[config.mk]
export PLATFORM = sky130hd
export DESIGN_NAME = kad_decoder
export DESIGN_NICKNAME = d
export VERILOG_FILES = /design/src/design/kad_pkg.sv /design/src/design/kad_decoder.sv
export SDC_FILE = /design/constraint.sdc
export NUM_CORES = 1
export LEC_CHECK = 0
export ABC_AREA = 1
export BUFFER_PORTS_ARGS = -buffer_cell sky130_fd_sc_hd__buf_4
export CELL_PAD_IN_SITES_DETAIL_PLACEMENT = 0
export CELL_PAD_IN_SITES_GLOBAL_PLACEMENT = 1
export CORE_UTILIZATION = 46
export CTS_CLUSTER_DIAMETER = 40
export DETAILED_ROUTE_END_ITERATION = 8
export PLACE_DENSITY_LB_ADDON = 0.1
export SYNTH_ARGS = -nofsm -noshare
export SYNTH_HDL_FRONTEND = slang
export SYNTH_SLANG_ARGS = --single-unit
[constraint.sdc]
create_clock -name REF_CLK_I -period 2.4 [get_ports REF_CLK_I]
set_clock_uncertainty 0.05 [all_clocks]
set_input_delay 0.72 -clock REF_CLK_I [delete_from_list [all_inputs] [get_ports REF_CLK_I]]
set_output_delay 0.72 -clock REF_CLK_I [all_outputs]
set_load 0.05 [all_outputs]
[src/design/kad_pkg.sv]
// constants for the kernel address decoder: map, groups, resets, timing
package kad_pkg;
    // ************************************************************
    // address map
    // ************************************************************
    localparam logic [15:0] ROM_BASE       = 16'h2000;
    localparam logic [15:0] RTC_BASE       = 16'h1ff8;
    localparam logic [15:0] IO_TOP         = 16'h01ff;
    localparam logic [15:0] INT_RAM_BASE   = 16'h0040;
    localparam logic [15:0] INT_RAM_TOP    = 16'h013f;
    localparam logic [15:0] MEM_DATA_ADDR  = 16'h0004;
    localparam logic [15:0] PAGE_LO_ADDR   = 16'h0005;
    localparam logic [15:0] PAGE_HI_ADDR   = 16'h0006;
    localparam logic [15:0] DIG_LATCH_ADDR = 16'h0032;
    localparam logic [15:0] ALARM_ADDR     = 16'h0035;
    // ************************************************************
    // second-level groups on address bits 8..3
    // ************************************************************
    localparam int          GRP_LSB        = 3;
    localparam int          GRP_MSB        = 8;
    localparam logic [5:0]  GRP_MEMCARD    = 6'h00;
    localparam logic [5:0]  GRP_BUSOPT     = 6'h05;
    localparam logic [5:0]  GRP_DIGITAL    = 6'h06;
    localparam logic [5:0]  GRP_COUNTER    = 6'h07;
    // ************************************************************
    // reset values and processor timing
    // ************************************************************
    localparam logic [7:0]  LATCH_RESET    = 8'h00;
    localparam logic [15:0] PAGE_RESET     = 16'h0000;
    localparam int          CLK_MHZ        = 250;
    localparam int          MEM_CYCLE_NS   = 813;
    localparam int          MEM_CYCLE_CYC  = MEM_CYCLE_NS * CLK_MHZ / 1000;
endpackage : kad_pkg

[src/design/kad_decoder.sv]
// chip-select decoder and i/o latches of the digital kernel
// Notes on behaviour
// - ROM select is low for every address 2000..FFFF, from the top 3 bits.
// - nvram select needs ROM select and reset high and a bit of 9..12 high.
// - i/o select low when ROM select high, bits 9..12 low (0000-01FF).
// - counter, digital, option, card selects from i/o select and bits 3..8; card also uses bits 0..2.
// - rtc 1FF8-F nvram 0200-1FF7 cnt 0038-F opt 0028-F page 5-6 data 4.
// - 0032 reads input latch, writes output latch; 0035 is write-only alarm.
// - a RAM power-fail forces reset so the NVRAM select cannot occur.
// - all devices sit on an 8-bit data bus with 16-bit addresses.
// - converter link is asynchronous at 4800 baud on separate lines.
// - both converter link lines rest low when no transfer is in progress.
module kad_decoder #(
    parameter int ADDR_W = 16,
    parameter int DATA_W = 8
) (
    input  wire logic              REF_CLK_I,
    input  wire logic              RESETN_I,
    input  wire logic [ADDR_W-1:0] ADDR_I,
    input  wire logic              RD_N_I,
    input  wire logic              WR_N_I,
    input  wire logic [DATA_W-1:0] DATA_I,
    output logic      [DATA_W-1:0] DATA_O,
    output logic                   DATA_OE_N_O,
    input  wire logic              SYS_RESET_N_I,
    input  wire logic              POWER_FAIL_N_I,
    output logic                   RESET_REQ_N_O,
    output logic                   ROM_SEL_N_O,
    output logic                   RAM_SEL_N_O,
    output logic                   IO_SEL_N_O,
    output logic                   COUNTER_TIMER_SELECT_N_O,
    output logic                   DIGITAL_LATCH_SELECT_N_O,
    output logic                   BUS_OPTION_SEL_N_O,
    output logic                   MEM_CARD_SEL_N_O,
    input  wire logic [DATA_W-1:0] DIG_IN_I,
    output logic      [DATA_W-1:0] DIG_OUT_O,
    output logic      [DATA_W-1:0] ALARM_O,
    output logic      [15:0]       PAGE_O,
    input  wire logic              CPU_TX_I,
    output logic                   LINK_TX_O,
    input  wire logic              LINK_RX_I,
    output logic                   CPU_RX_O
);
    // ************************************************************
    // elaboration check
    // ************************************************************
    // the decode is hard-wired to a 16-bit address, 8-bit data bus
    if (ADDR_W != 16 || DATA_W != 8) begin : g_bad_width
        $error("kad_decoder needs ADDR_W 16 and DATA_W 8");
    end

    // ************************************************************
    // pin synchronisers
    // ************************************************************
    logic [15:0]       addr_m, addr_s;
    logic              rd_m, rd_s, wr_m, wr_s, wr_d;
    logic [DATA_W-1:0] data_m, data_s, din_m, din_s;
    logic              srst_m, srst_s, pf_m, pf_s;
    logic              tx_m, tx_s, rx_m, rx_s;

    // two flops per pin, plus wr_d as a third on the write strobe; logic never reads a first stage
    always_ff @(posedge REF_CLK_I or negedge RESETN_I) begin
        if (!RESETN_I) begin
            addr_m <= 16'h0000;
            addr_s <= 16'h0000;
            rd_m   <= 1'b1;
            rd_s   <= 1'b1;
            wr_m   <= 1'b1;
            wr_s   <= 1'b1;
            wr_d   <= 1'b1;
            data_m <= 8'h00;
            data_s <= 8'h00;
            din_m  <= 8'h00;
            din_s  <= 8'h00;
            srst_m <= 1'b0;
            srst_s <= 1'b0;
            pf_m   <= 1'b0;
            pf_s   <= 1'b0;
            tx_m   <= 1'b0;
            tx_s   <= 1'b0;
            rx_m   <= 1'b0;
            rx_s   <= 1'b0;
        end else begin
            addr_m <= ADDR_I;
            addr_s <= addr_m;
            rd_m   <= RD_N_I;
            rd_s   <= rd_m;
            wr_m   <= WR_N_I;
            wr_s   <= wr_m;
            wr_d   <= wr_s;
            data_m <= DATA_I;
            data_s <= data_m;
            din_m  <= DIG_IN_I;
            din_s  <= din_m;
            srst_m <= SYS_RESET_N_I;
            srst_s <= srst_m;
            pf_m   <= POWER_FAIL_N_I;
            pf_s   <= pf_m;
            tx_m   <= CPU_TX_I;
            tx_s   <= tx_m;
            rx_m   <= LINK_RX_I;
            rx_s   <= rx_m;
        end
    end

    // ************************************************************
    // decode
    // ************************************************************
    // active-high selects: {rom, ram, io, counter, digital, busopt, mem}
    function automatic logic [6:0] kad_decode(input logic [15:0] a,
                                              input logic        rst_ok);
        logic       rom;
        logic       io;
        logic [5:0] grp;
        rom = |a[15:13];
        io  = !rom && (a[12:9] == 4'h0);
        grp = a[kad_pkg::GRP_MSB:kad_pkg::GRP_LSB];
        kad_decode[6] = rom;
        kad_decode[5] = !rom && rst_ok && (|a[12:9]);
        kad_decode[4] = io;
        kad_decode[3] = io && grp == kad_pkg::GRP_COUNTER;
        kad_decode[2] = io && grp == kad_pkg::GRP_DIGITAL;
        kad_decode[1] = io && grp == kad_pkg::GRP_BUSOPT;
        // memory card only at data and page bytes; 0000-0003 stays silent
        kad_decode[0] = io && grp == kad_pkg::GRP_MEMCARD
                        && a >= kad_pkg::MEM_DATA_ADDR
                        && a <= kad_pkg::PAGE_HI_ADDR;
    endfunction : kad_decode

    logic       rst_ok;
    logic [6:0] sel;
    logic       wr_end;
    logic       io_hit;

    // a low power-fail line counts as reset, so NVRAM cannot be selected
    assign rst_ok = srst_s && pf_s;
    assign sel    = kad_decode(addr_s, rst_ok);
    // latches load at the strobe's end, when data is surely valid
    assign wr_end = wr_s && !wr_d;
    assign io_hit = sel[4];

    // selects are registered so every output leaves a flip-flop
    always_ff @(posedge REF_CLK_I or negedge RESETN_I) begin
        if (!RESETN_I) begin
            ROM_SEL_N_O              <= 1'b1;
            RAM_SEL_N_O              <= 1'b1;
            IO_SEL_N_O               <= 1'b1;
            COUNTER_TIMER_SELECT_N_O <= 1'b1;
            DIGITAL_LATCH_SELECT_N_O <= 1'b1;
            BUS_OPTION_SEL_N_O       <= 1'b1;
            MEM_CARD_SEL_N_O         <= 1'b1;
            RESET_REQ_N_O            <= 1'b0;
        end else begin
            ROM_SEL_N_O              <= !sel[6];
            RAM_SEL_N_O              <= !sel[5];
            IO_SEL_N_O               <= !sel[4];
            COUNTER_TIMER_SELECT_N_O <= !sel[3];
            DIGITAL_LATCH_SELECT_N_O <= !sel[2];
            BUS_OPTION_SEL_N_O       <= !sel[1];
            MEM_CARD_SEL_N_O         <= !sel[0];
            RESET_REQ_N_O            <= pf_s;
        end
    end

    // ************************************************************
    // write-only latches
    // ************************************************************
    // output, alarm and page latches; page is low byte then high byte
    always_ff @(posedge REF_CLK_I or negedge RESETN_I) begin
        if (!RESETN_I) begin
            DIG_OUT_O <= kad_pkg::LATCH_RESET;
            ALARM_O   <= kad_pkg::LATCH_RESET;
            PAGE_O    <= kad_pkg::PAGE_RESET;
        end else if (wr_end && io_hit) begin
            if (addr_s == kad_pkg::DIG_LATCH_ADDR) begin
                DIG_OUT_O <= data_s;
            end
            if (addr_s == kad_pkg::ALARM_ADDR) begin
                ALARM_O <= data_s;
            end
            if (addr_s == kad_pkg::PAGE_LO_ADDR) begin
                PAGE_O[7:0] <= data_s;
            end
            if (addr_s == kad_pkg::PAGE_HI_ADDR) begin
                PAGE_O[15:8] <= data_s;
            end
        end
    end

    // ************************************************************
    // read path
    // ************************************************************
    // only the input latch is read here; enable is low while driving
    always_ff @(posedge REF_CLK_I or negedge RESETN_I) begin
        if (!RESETN_I) begin
            DATA_O      <= 8'h00;
            DATA_OE_N_O <= 1'b1;
        end else begin
            DATA_O      <= din_s;
            DATA_OE_N_O <= !(!rd_s && io_hit
                             && addr_s == kad_pkg::DIG_LATCH_ADDR);
        end
    end

    // ************************************************************
    // converter link relay
    // ************************************************************
    // lines pass through at bit level; 4800 baud framing is end to end
    always_ff @(posedge REF_CLK_I or negedge RESETN_I) begin
        if (!RESETN_I) begin
            LINK_TX_O <= 1'b0;
            CPU_RX_O  <= 1'b0;
        end else begin
            LINK_TX_O <= tx_s;
            CPU_RX_O  <= rx_s;
        end
    end

    // ************************************************************
    // assertions
    // ************************************************************
    property p_rom;
        @(posedge REF_CLK_I) disable iff (!RESETN_I)
        (addr_s >= kad_pkg::ROM_BASE) |=> !ROM_SEL_N_O;
    endproperty
    a_rom: assert property (p_rom)
        else $error("rom select missing in rom range");

    property p_ram;
        @(posedge REF_CLK_I) disable iff (!RESETN_I)
        !RAM_SEL_N_O |-> $past(srst_s && pf_s && addr_s < kad_pkg::ROM_BASE
                               && addr_s > kad_pkg::IO_TOP);
    endproperty
    a_ram: assert property (p_ram)
        else $error("nvram select outside its window or in reset");

    property p_io;
        @(posedge REF_CLK_I) disable iff (!RESETN_I)
        (addr_s <= kad_pkg::IO_TOP) |=> !IO_SEL_N_O && ROM_SEL_N_O;
    endproperty
    a_io: assert property (p_io)
        else $error("i/o group select wrong for 0000-01ff");

    property p_sub;
        @(posedge REF_CLK_I) disable iff (!RESETN_I)
        !(COUNTER_TIMER_SELECT_N_O && DIGITAL_LATCH_SELECT_N_O
          && BUS_OPTION_SEL_N_O && MEM_CARD_SEL_N_O) |-> !IO_SEL_N_O;
    endproperty
    a_sub: assert property (p_sub)
        else $error("second-level select without i/o group");

    property p_counter;
        @(posedge REF_CLK_I) disable iff (!RESETN_I)
        !COUNTER_TIMER_SELECT_N_O |-> $past(addr_s) >= 16'h0038
                                      && $past(addr_s) <= 16'h003f;
    endproperty
    a_counter: assert property (p_counter)
        else $error("counter select outside 0038-003f");

    property p_dig_out;
        @(posedge REF_CLK_I) disable iff (!RESETN_I)
        (wr_end && io_hit && addr_s == kad_pkg::DIG_LATCH_ADDR)
        |=> DIG_OUT_O == $past(data_s);
    endproperty
    a_dig_out: assert property (p_dig_out)
        else $error("digital output latch not loaded at 0032");

    property p_alarm;
        @(posedge REF_CLK_I) disable iff (!RESETN_I)
        $changed(ALARM_O) |-> $past(wr_end && io_hit
                                    && addr_s == kad_pkg::ALARM_ADDR);
    endproperty
    a_alarm: assert property (p_alarm)
        else $error("alarm latch changed without write to 0035");

    property p_pfail;
        @(posedge REF_CLK_I) disable iff (!RESETN_I)
        !pf_s |=> !RESET_REQ_N_O && RAM_SEL_N_O;
    endproperty
    a_pfail: assert property (p_pfail)
        else $error("power fail did not force reset and block nvram");

    property p_onehot;
        @(posedge REF_CLK_I) disable iff (!RESETN_I)
        $onehot0({!ROM_SEL_N_O, !RAM_SEL_N_O, !IO_SEL_N_O})
        && $onehot0({!COUNTER_TIMER_SELECT_N_O, !DIGITAL_LATCH_SELECT_N_O,
                     !BUS_OPTION_SEL_N_O, !MEM_CARD_SEL_N_O});
    endproperty
    a_onehot: assert property (p_onehot)
        else $error("more than one chip select low");

    property p_link_idle;
        @(posedge REF_CLK_I) disable iff (!RESETN_I)
        (!tx_s && !rx_s) [*2] |-> !LINK_TX_O && !CPU_RX_O;
    endproperty
    a_link_idle: assert property (p_link_idle)
        else $error("idle converter link not resting low");
endmodule : kad_decoder

After elaboration in Yosys (flattened, before gate mapping)
Cells that the tools add are included.
{ "word_totals": {"out_inout_bits": 51, "regBits": 128, "inputBits": 40, "wordCells": 76} }
{ "op_classes": {"n_eq_ne": 7, "n_lt_le_gt_ge": 2, "n_reduce_logical": 32} }
{ "ops": {"columns": ["cell", "count"], "rows": [
  ["16-bit by 3-bit == test with 1-bit output (second input constant)", 2],
  ["16-bit by 6-bit == test with 1-bit output (second input constant)", 2],
  ["6-bit by 3-bit == test with 1-bit output (second input constant)", 3],
  ["16-bit by 3-bit >= comparator with 1-bit output (second input constant)", 1],
  ["16-bit by 3-bit less-or-equal comparator with 1-bit output (second input constant)", 1],
  ["1-bit logical AND", 14],
  ["1-bit logical NOT", 10],
  ["2-bit AND reduction", 4],
  ["6-bit logical NOT", 1],
  ["4-bit logical NOT", 1],
  ["4-bit OR reduction", 1],
  ["3-bit OR reduction", 1]
]} }

Logic depth before layout (Yosys ltp)
{ "logic_depth": {"ltp_word": 7, "ltp_mapped": 8, "mapped_depth_nobuf": 8} }

Least setup slack after synthesis
No wires, ideal clock.
{ "synth_timing": {"path_type": "reg2out", "startpoint": "register BUS_OPTION_SEL_N_O", "endpoint": "output port BUS_OPTION_SEL_N_O", "t_arrival_ps": 656, "stages_incl_launch_ff": 1, "slack_ps": 974, "path_buffers": 0, "required_ps": 1630, "cell_sequence": "dfstp_2"} }
{ "synth_rtl": {"columns": ["item", "line_no", "source"], "rows": [
  ["start, declared", "kad_decoder.sv:33", "output logic BUS_OPTION_SEL_N_O,"],
  ["start signal, assigned", "kad_decoder.sv:159", "BUS_OPTION_SEL_N_O <= !sel[1];"]
]} }
No word-level cell between the ends.

Final worst setup path
{ "layout_timing": {"startpoint": "register ROM_SEL_N_O", "endpoint": "output port ROM_SEL_N_O"} }
{ "layout_rtl": {"columns": ["item", "line_no", "source"], "rows": [
  ["start, declared", "kad_decoder.sv:28", "output logic ROM_SEL_N_O,"],
  ["start signal, assigned", "kad_decoder.sv:154", "ROM_SEL_N_O <= !sel[6];"]
]} }
No word-level cell between the ends.

==> flow_summary.toml <==
[global_routing]
overflow = 0
first_global_vias = 2572
gr-usage-all-layers = 0.178
grt_max_degree = 44
grt_pass1_wl_mm = 12.5
grt_antenna_before_repair = 0

[power]
switching_share = 0.222
power_switching_mw = 1.15
power_density_mw_per_mm2 = 920
power_leakage_nw = 2.88
p_int_mw = 4.03
p_seq_frac = 0.440
clockPowerShare = 0.525
share_comb_of_total_power = 0.035
vdd_drop_max_mv = 0.768

[setup_path]
worstPathMaxFanout = 1
r2r_slack_ns = 0.79
critPathTopFamily = "flip-flops"
r2r_start = "addr_s[10]$_DFF_PN0_"
startpoint = "ROM_SEL_N_O$_DFF_PN1_"
slowest_stage = "dfstp_2"
path_class = "reg2out"
r2r_end = "DIG_OUT_O[1]$_DFFE_PN0P_"
rr_worst_depth = 8
cp_num_cells = 1
endpoint = "ROM_SEL_N_O"
path_buf_inv = 1
worst_ep_required_time_ns = 1.63
crit_path_end_kind = "primary output"
cp-start-kind = "flip-flop"
worstPathArrival_ns = 1.22
path_cells = "buf_4"
worst_path_largest_cell_delay_ns = 0.52

[synthesis]
synth_warnings = 0
yosysTopAreaCell = "dfrtp_1"
seq_area_frac_synth = 0.771
synthCells = 320
ys_seq_elements = 128
netlist-cell-type-count = 22
synth_top_cell_area_share = 0.689
syn_avg_cell_area_um2 = 13.1
yosys-top-cells-area = "dfrtp_1 (69%), dfstp_2 (8.2%), nand2_1 (6.7%), nand3_1 (3.4%), nor2_1 (1.9%)"
synth_area_mm2 = 0.00418
syn-num-nets = 360

[final_layout]
syn_to_final_growth_pct = 34.9
drive_gt1_frac = 0.364
fin_util = 0.643
nFillCells = 685
antenna_cells = 0
layout.nets = 469

[timing]
final.setup.tns_ns = 0
finalMaxSlewViolations = 0
finalCritPeriodShare = 0.829
setup_violations = 0
fin_ws_ns = 0.409
period_needed_ns = 1.99
hold_viol = 0
slew_headroom = 0.618
worst_pin_slew_ns = 0.573
max_freq_mhz = 502
rsz0062_at_grt = "no"
hold_slack_ns = 0.148

[floorplan]
ios = 91
coreArea_mm2 = 0.00876
start_util = 0.477
fp-row-count = 34
dieArea_mm2 = 0.00946
die-width_um = 97.3
die_h_um = 97.3

[min_path]
hp-class = "in2async"

[clocking]
insertion_delay_ns = 0.51
clk_pin_slew_ns = 0.06
clockRootBuffer = "clkbuf_8"
numClockSinks = 128
clockBufferDepth = 2
numCtsBuffers = 17
post-cts-setup-buffers = 0
post_cts_resized = 0
cts_hold_buf = 0
cts.htree.levels = 4
cts_tree = "done"

[route]
vias = 2534
wl_per_cell_um = 13.7
ant_nets = 0
wl_mm = 7.52
vias_per_cell = 4.61
firstDrtPassIters = 4
drtIter0Drc = 124
drc_errors = 0

[placement]
place_worst_setup_slack_ns = 0.823
place_congestion = 0.751
placement.io_buffers = 90
dp_hpwl_mm = 4.95

[status]
status = "finished, final reports clean"

[flow_run]
maxCapViolations = 0
==> logic make-up (layout without fill, tap and decap cells) <==
group	after synthesis	in the layout	synth area share
AND/OR/NAND/NOR	147	147	0.173
flip-flops	128	128	0.771
buffers and inverters	29	151	0.0321
AO/OA/AOI/OAI	16	16	0.0240
==> state kept, by name (all words and copies together), names as in the netlist, 8 cells and up <==
register,cells
PAGE_O,16
addr_m,16
addr_s,16
ALARM_O,8
DATA_O,8
DIG_OUT_O,8
data_m,8
data_s,8
din_m,8
din_s,8
==> layout make-up <==
type / instances / area, um2 / share of cell area
sequential: 128 / 3220 / 0.572
timing repair buffer: 93 / 723 / 0.128
clock buffer: 17 / 414 / 0.0735
clock inverter: 15 / 219 / 0.0389
inverter: 26 / 98.8 / 0.0175
multi-input combinational: 163 / 823 / 0.146
tap: 108 / 135 / 0.0240
==> metrics by stage <==
stage	instance area (um2)	total power [mW]	cells
finish	5630	5.18	550
global route	5630	5.36	550
CTS	5630	5.24	550
detailed placement	5000	2.51	518
global placement	5000	2.50	518
floorplan	4180	2.37	320
==> Yosys cell counts (all sizes together) <==
cell	count
inv	24
dfrtp	115
dfstp	13
o21bai	8
nand2	82
nand3	29
nor2	30
clkinv	2
buf	3
o21ai	8
nor4	1
nand4	5
==> power groups by stage <==
stage	combinational (mW)	sequential [mW]	clock (mW)
after floorplan	0.0284	2.34	0
after global placement	0.185	2.31	0
after detailed placement	0.188	2.32	0
after CTS	0.189	2.28	2.77
after global routing	0.203	2.29	2.87
final	0.184	2.28	2.72
==> routing by layer <==
layer,global-route usage,share of wire
met5,0,0
met1,0.225,0.44
met4,0.0667,0.017
met3,0.0899,0.071
met2,0.264,0.48
==> how the worst min path moves through the flow <==
stage / start / cells after the start / endpoint
detailed placement: addr_m[11]$_DFF_PN0_ / 0 / addr_s[11]$_DFF_PN0_
finish: RESETN_I / 1 / addr_s[6]$_DFF_PN0_
floorplan: rx_s$_DFF_PN0_ / 0 / CPU_RX_O$_DFF_PN0_
global route: RESETN_I / 1 / addr_s[6]$_DFF_PN0_
CTS: RESETN_I / 1 / addr_m[2]$_DFF_PN0_
global placement: din_m[1]$_DFF_PN0_ / 0 / din_s[1]$_DFF_PN0_
==> cell usage in the layout, fill, tap and decap left out, drive strengths merged, types with 8 or more instances in the layout <==
| cell type | count |
|---|---|
| buf | 93 |
| clkbuf | 17 |
| dfrtp | 115 |
| dfstp | 13 |
| inv | 32 |
| nand2 | 82 |
| nand3 | 29 |
| nor2 | 30 |
| o21ai | 8 |
| o21bai | 8 |
(Power assumes the default switching activity.)
